### config.mk
export PLATFORM = sky130hd
export DESIGN_NAME = gpio_pin_config_16_to_31
export DESIGN_NICKNAME = d
export VERILOG_FILES = /design/src/core/gpio_cfg_pkg.sv /design/src/core/gpio_pin_config_16_to_31.sv /design/src/core/gpio_pin_cell.sv
export VERILOG_INCLUDE_DIRS = /design/src /design/src/core
export SDC_FILE = /design/constraint.sdc
export NUM_CORES = 1
export LEC_CHECK = 0
export ABC_AREA = 1
export ABC_CLOCK_PERIOD_IN_PS = 2440
export BUFFER_PORTS_ARGS = -buffer_cell sky130_fd_sc_hd__buf_2
export CAP_MARGIN = 0
export CORE_MARGIN = 3
export CORE_UTILIZATION = 55
export CTS_CLUSTER_DIAMETER = 50
export DETAILED_ROUTE_END_ITERATION = 6
export PLACE_DENSITY = 0.78
export SYNTH_ARGS = -nofsm -noshare
export SYNTH_HDL_FRONTEND = slang
export SYNTH_SLANG_ARGS = --single-unit
### constraint.sdc
create_clock -name clk -period 2.44 [get_ports clk]
set_input_delay 0.244 -clock clk [delete_from_list [all_inputs] [get_ports clk]]
set_output_delay 0.244 -clock clk [all_outputs]
set_load 0.1 [all_outputs]
### src/core/gpio_cfg_consts.svh
`ifndef GPIO_CFG_CONSTS_SVH
`define GPIO_CFG_CONSTS_SVH
// ----------------------------------------
// register map
// ----------------------------------------
`define CFG_WORD_16_23_OFS 12'h048
`define CFG_WORD_24_31_OFS 12'h04c
`define PAD_KEY_OFS 12'h060
`define PAD_KEY_UNLOCK_VAL 32'h00000073
// ----------------------------------------
// field layout inside a slot
// ----------------------------------------
`define SLOT_WIDTH 4
`define SLOT_POL_BIT 3
`define SLOT_DRV_LSB 1
`define SLOT_RD_BIT 0
// ----------------------------------------
// reset values
// ----------------------------------------
`define CFG_WORD_16_23_RST 32'h00110000
`define CFG_WORD_24_31_RST 32'h00000000
`endif

### src/core/gpio_cfg_pkg.sv
package gpio_cfg_pkg;
	typedef enum logic [1:0] {
		output_off = 2'h0,
		totem_drive = 2'h1,
		open_drain_drive = 2'h2,
		high_impedance_drive = 2'h3
	} output_drive_select_t;
	typedef struct packed {
		logic edgePolaritySelect;
		output_drive_select_t outputDriveSelect;
		logic inputReadSelect;
	} pin_slot_t;
	typedef struct packed {
		logic [11:0] paddr;
		logic pwrite;
		logic psel;
		logic penable;
		logic [31:0] pwdata;
	} apb_req_t;
endpackage

### src/core/gpio_pin_config_16_to_31.sv
`timescale 1ns/1ps
`include "gpio_cfg_consts.svh"
module gpio_pin_config_16_to_31
	import gpio_cfg_pkg::*;
(
	input wire logic clk,
	input wire logic nrst,
	input wire logic [11:0] paddr,
	input wire logic psel,
	input wire logic penable,
	input wire logic pwrite,
	input wire logic [31:0] pwdata,
	output logic [31:0] prdata,
	output logic pready,
	output logic pslverr,
	input wire logic [15:0] outValue,
	input wire logic [15:0] tristateEnable,
	input wire logic [15:0] padIn,
	output logic [15:0] padOut,
	output logic [15:0] padOen_n,
	output logic [15:0] pinLevel,
	output logic [15:0] edgeIrq
);
	// ----------------------------------------
	// state
	// ----------------------------------------
	logic [31:0] cfgLow, cfgHigh, pad_write_unlock_key, readData;
	logic [31:0] next_cfgLow, next_cfgHigh, next_pad_write_unlock_key, next_readData;
	logic [15:0] readLevel, cellOut, cellOen_n;
	logic unlocked, wrEn, rdEn;
	apb_req_t req;

	// offset match helper
	function automatic logic hit(input logic [11:0] a, input logic [11:0] ofs);
		hit = (a[11:2] == ofs[11:2]);
	endfunction

	assign req = '{paddr: paddr, pwrite: pwrite, psel: psel, penable: penable, pwdata: pwdata};
	assign unlocked = (pad_write_unlock_key == `PAD_KEY_UNLOCK_VAL);
	assign wrEn = req.psel & req.penable & req.pwrite;
	assign rdEn = req.psel & ~req.penable & ~req.pwrite;
	assign pready = 1'b1;
	assign pslverr = 1'b0;
	assign prdata = readData;

	// ----------------------------------------
	// register writes
	// ----------------------------------------
	always_comb begin
		next_cfgLow = cfgLow;
		next_cfgHigh = cfgHigh;
		next_pad_write_unlock_key = pad_write_unlock_key;
		if (wrEn && hit(req.paddr, `PAD_KEY_OFS)) begin
			next_pad_write_unlock_key = req.pwdata;
		end
		if (wrEn && unlocked && hit(req.paddr, `CFG_WORD_16_23_OFS)) begin
			next_cfgLow = req.pwdata;
		end
		if (wrEn && unlocked && hit(req.paddr, `CFG_WORD_24_31_OFS)) begin
			next_cfgHigh = req.pwdata;
		end
	end

	// read data captured in setup phase, unmapped reads zero
	always_comb begin
		next_readData = readData;
		if (rdEn) begin
			if (hit(req.paddr, `CFG_WORD_16_23_OFS)) begin
				next_readData = cfgLow;
			end else if (hit(req.paddr, `CFG_WORD_24_31_OFS)) begin
				next_readData = cfgHigh;
			end else if (hit(req.paddr, `PAD_KEY_OFS)) begin
				next_readData = {31'h00000000, unlocked};
			end else begin
				next_readData = 32'h00000000;
			end
		end
	end

	always_ff @(posedge clk or negedge nrst) begin
		if (!nrst) begin
			cfgLow <= `CFG_WORD_16_23_RST;
			cfgHigh <= `CFG_WORD_24_31_RST;
			pad_write_unlock_key <= 32'h00000000;
			readData <= 32'h00000000;
		end else begin
			cfgLow <= next_cfgLow;
			cfgHigh <= next_cfgHigh;
			pad_write_unlock_key <= next_pad_write_unlock_key;
			readData <= next_readData;
		end
	end

	// ----------------------------------------
	// per-pin cells
	// ----------------------------------------
	genvar i;
	generate
		for (i = 0; i < 16; i = i + 1) begin : gPin
			pin_slot_t slot;
			// lowest pin in lowest slot
			if (i < 8) begin : gLow
				assign slot = cfgLow[i*`SLOT_WIDTH +: `SLOT_WIDTH];
			end else begin : gHigh
				assign slot = cfgHigh[(i-8)*`SLOT_WIDTH +: `SLOT_WIDTH];
			end
			gpio_pin_cell uCell (
				.clk(clk),
				.nrst(nrst),
				.slot(slot),
				.outValue(outValue[i]),
				.padIn(padIn[i]),
				.padOut(cellOut[i]),
				.padOen_n(cellOen_n[i]),
				.readLevel(readLevel[i]),
				.edgeIrq(edgeIrq[i])
			);
			// high impedance mode releases pin when asked
			assign padOut[i] = cellOut[i];
			assign padOen_n[i] = cellOen_n[i] |
				((slot.outputDriveSelect == high_impedance_drive) & tristateEnable[i]);
			assign pinLevel[i] = readLevel[i];
		end
	endgenerate
endmodule

### src/core/gpio_pin_cell.sv
`timescale 1ns/1ps
`include "gpio_cfg_consts.svh"
module gpio_pin_cell
	import gpio_cfg_pkg::*;
(
	input wire logic clk,
	input wire logic nrst,
	input wire pin_slot_t slot,
	input wire logic outValue,
	input wire logic padIn,
	output logic padOut,
	output logic padOen_n,
	output logic readLevel,
	output logic edgeIrq
);
	logic syncA, syncB, prevLevel;
	logic next_syncA, next_syncB, next_prevLevel;
	// history is trusted only once all three stages hold post-reset samples
	logic [2:0] histValid, next_histValid;

	// two-flop synchroniser and edge history
	always_comb begin
		next_syncA = padIn;
		next_syncB = syncA;
		next_prevLevel = syncB;
		next_histValid = {histValid[1:0], 1'b1};
	end
	always_ff @(posedge clk or negedge nrst) begin
		if (!nrst) begin
			syncA <= 1'b0;
			syncB <= 1'b0;
			prevLevel <= 1'b0;
			histValid <= 3'h0;
		end else begin
			syncA <= next_syncA;
			syncB <= next_syncB;
			prevLevel <= next_prevLevel;
			histValid <= next_histValid;
		end
	end

	// rising or falling edge chosen by polarity, masked while reset zeros fill the history
	// so a pin idling high gives no false edge after reset
	assign edgeIrq = histValid[2] &
		(slot.edgePolaritySelect ? (prevLevel & ~syncB) : (~prevLevel & syncB));
	// read select forces zero
	assign readLevel = slot.inputReadSelect ? 1'b0 : syncB;

	// drive mode decode, enable low means driving
	always_comb begin
		padOut = 1'b0;
		padOen_n = 1'b1;
		case (slot.outputDriveSelect)
			output_off: begin
				padOen_n = 1'b1;
			end
			totem_drive: begin
				padOut = outValue;
				padOen_n = 1'b0;
			end
			open_drain_drive: begin
				padOut = 1'b0;
				padOen_n = outValue;
			end
			high_impedance_drive: begin
				padOut = outValue;
				padOen_n = 1'b0;
			end
			default: begin
				padOen_n = 1'b1;
			end
		endcase
	end
endmodule

==> key figures <==
Run status
  – Status: finished clean

Synthesis
  – Count leader, synth: nand2_1
  – Number of distinct library cells after synthesis: 23
  – Mapped Area: 0.00845 mm²
  – Ys async rst share: 100%
  – Number of flops mapped to enable cells by yosys: 0
  – Synth Register Bits: 179
  – Ys Warns: 0
  – Area leader, netlist: dfrtp_1
  – Sequential cell area fraction in the yosys report: 53.0%
  – Top FF cell, synth: dfrtp_1
  – Most area-consuming cells after synthesis: dfrtp_1 (52%), nand2_1 (17%), nand4_1 (7.2%)
  – Syn Inst Count: 1044
  – Top-area cell type share of the netlist area: 52.4%
  – Most frequent cells after synthesis: nand2_1 (375), dfrtp_1 (177), nand4_1 (97)
  – Post-Syn Area per Cell: 8.10 µm²

Place
  – Port Buffer Count: 190
  – RePlAce Congestion: 0.811
  – Pre-CTS WS: 0.436 ns
  – DP HPWL: 14900 µm
  – Placement-stage cell area: 0.00925 mm²

Global route
  – Global route overflow: 0
  – First-pass GRT wire length: 35200 µm
  – Initial antenna violation count: 1
  – Largest net degree at the start of global routing: 72
  – Number of global-route vias before repair: 6957
  – Total GRT Usage: between 20% and 30%

Power and ir drop
  – VDD IR max: 502 µV
  – Leakage power: 0.00568 µW
  – PD cells: 631 mW/mm²

Worst hold path
  – Cell depth of the worst hold path: 3
  – Hold Startpoint: pwdata[16]
  – Hold endpoint: cfgLow[16]
  – HP Class: input pin to flip-flop

Clock tree
  – Clock-pin slew on the worst setup and hold paths: 0.07 ns
  – Number of H-tree levels: 4
  – Setup bufs post-CTS: 0
  – CTS max path bufs: 2
  – Clock sinks: 179
  – Clk root buf: clkbuf_16
  – CTS tree: built
  – Worst skew pair latency: 0.43 ns
  – CTS buffer count: 17

Critical path
  – CP endpoint kind: primary output
  – Reg2Reg Depth: 8
  – R2R setup slack: 0.66 ns
  – Terminus of the critical flop-to-flop path: cfgLow[9]
  – Startpoint types: flip-flop
  – Critical path type: flip-flop to primary output
  – Worst-path maximum fanout: 9
  – R2r startpoint: pad_write_unlock_key[31]
  – Worst EP arrival: 1.99 ns
  – Worst path required time: 2.20 ns

Die
  – Row cnt: 44
  – Die area: 0.0169 mm²
  – Starting Density: between 50% and 60%
  – Die X: 130 µm
  – Chip height: 130 µm
  – Core Area: 0.0148 mm²
  – I/O pin total: 195

Detailed routing
  – Routed WL: 22100 µm
  – DR WL/cell: 15.9 µm
  – Vias per cell: about 5.4
  – Router iterations before antenna repair: 5
  – Post-route DRC: 0
  – 1st-iter DRT viols: 594
  – ANT nets after route: 0
  – Via Count: 7472

STA
  – Skew final: between 0.008 and 0.009 ns
  – Final WS setup: 0.211 ns
  – Minimum clock period: 2.23 ns
  – Final Cycle Share: around 91%
  – Worst hold margin: 0.0721 ns
  – Final hold violations: 0
  – Worst-Margin Slew: 0.959 ns
  – Setup TNS: 0 ns
  – Fmax achieved: 449 MHz
  – Relative slew slack: ~36%
  – Max Slew Vio Count: 0
  – RSZ-0062 raised after global routing: false
  – Final setup viols: 0

Finish
  – Layout area overhead: 18.5%
  – Layout fillers: 1216
  – Multi-input logic area: 0.00309 mm²
  – Final nets: about 1300
  – Register area: approximately 0.0045 mm²
  – Design area: 0.0100 mm²
  – Layout cell share with drive strength beyond 1: 21.6%
  – Diode count: 0

Run
  – Max-cap violations: 0
sequential cells by signal, indices dropped and copies added (netlist names):
register,flops
gPin.uCell.next_prevLevel,16
gPin.uCell.next_syncB,16
cfgLow,32
pad_write_unlock_key,32
cfgHigh,32
gPin.uCell.histValid,3
prdata,32
gPin.uCell.prevLevel,16
cells in the final DEF, fill, tap and decap left out:
cell type,count
nand2_1,375
o21ai_1,16
clkinv_2,2
dfrtp_1,177
buf_4,20
clkbuf_16,17
nor2_4,4
nand3_4,1
nand4_1,97
nor3_4,2
conb_1,3
buf_12,4
bufinv_16,2
buf_2,189
o21ai_0,16
nand3_1,83
clkinv_4,3
dfstp_2,2
nor2_2,3
nor2_1,73
a21oi_1,16
clkinvlp_4,3
inv_6,1
dlygate4sd3_1,17
inv_1,67
nand2_2,1
nor3_2,1
clkbuf_1,1
o211ai_1,1
clkbuf_8,4
per-stage QoR:
stage	util (%)	instances	power (µW)
floorplan	-	1045	3420
global placement	62.4	1336	3610
detailed placement	62.4	1336	3620
CTS	67.6	1385	6350
global route	67.6	1385	6510
finish	67.6	1385	6320
per-layer routing:
| layer | part of all wire, % | GRT usage, % |
|---|---|---|
| met5 | 0.032 | 0 |
| met4 | 1.7 | 9.66 |
| met3 | 6.9 | 6.02 |
| met2 | 48 | 43.6 |
| met1 | 43 | 35.6 |
final cells by class:
class / count / share of cell area, %
Inverter: 67 / 2.51
Sequential cell: 179 / 44.8
Tap cell: 184 / 2.30
Clock buffer: 21 / 4.70
Timing Repair Buffer: 231 / 13.6
Multi-Input combinational cell: 692 / 30.9
Clock inverter: 11 / 1.27
logic make-up after synthesis:
family | count (synthesis) | share of synthesized area (%)
AOI/OAI and AO/OA | 49 | 2.93
DFF | 179 | 53.0
buffers and inverters | 174 | 10.6
other | 2 | 0.0888
and+or+nand+nor | 640 | 33.4
power by group:
part | switching, µW | leakage [µW] | total [µW] | internal (µW)
Combinational | 422 | 0.00301 | 549 | 127
Sequential | 22.1 | 0.00238 | 3030 | 3010
Clock | 1140 | 0.000286 | 2740 | 1590
worst max-delay path, cell delays in order (launching register included):
cell,delay [ns]
dfrtp_1,0.61
buf_4,0.27
o21ai_0,0.10
a21oi_1,0.13
buf_2,0.44
repair_timing:
action	4_1_cts	5_1_grt
hold buffers	17	0
endpoints found under the hold margin	75	0
gates resized for setup	0	0
worst max-delay path by stage:
stage                          startpoint           end  cells past startpoint
2_1_floorplan                 cfgHigh[10]  padOen_n[10]                      3
3_3_place_gp                     paddr[9]    cfgLow[22]                      9
3_5_place_dp                     paddr[7]     cfgLow[3]                      9
4_1_cts        gPin[0].uCell.histValid[2]   edgeIrq[12]                      4
5_1_grt        gPin[0].uCell.histValid[2]   edgeIrq[14]                      4
6_report       gPin[0].uCell.histValid[2]   edgeIrq[14]                      4
Note: power is estimated with default switching activity, not from simulation.
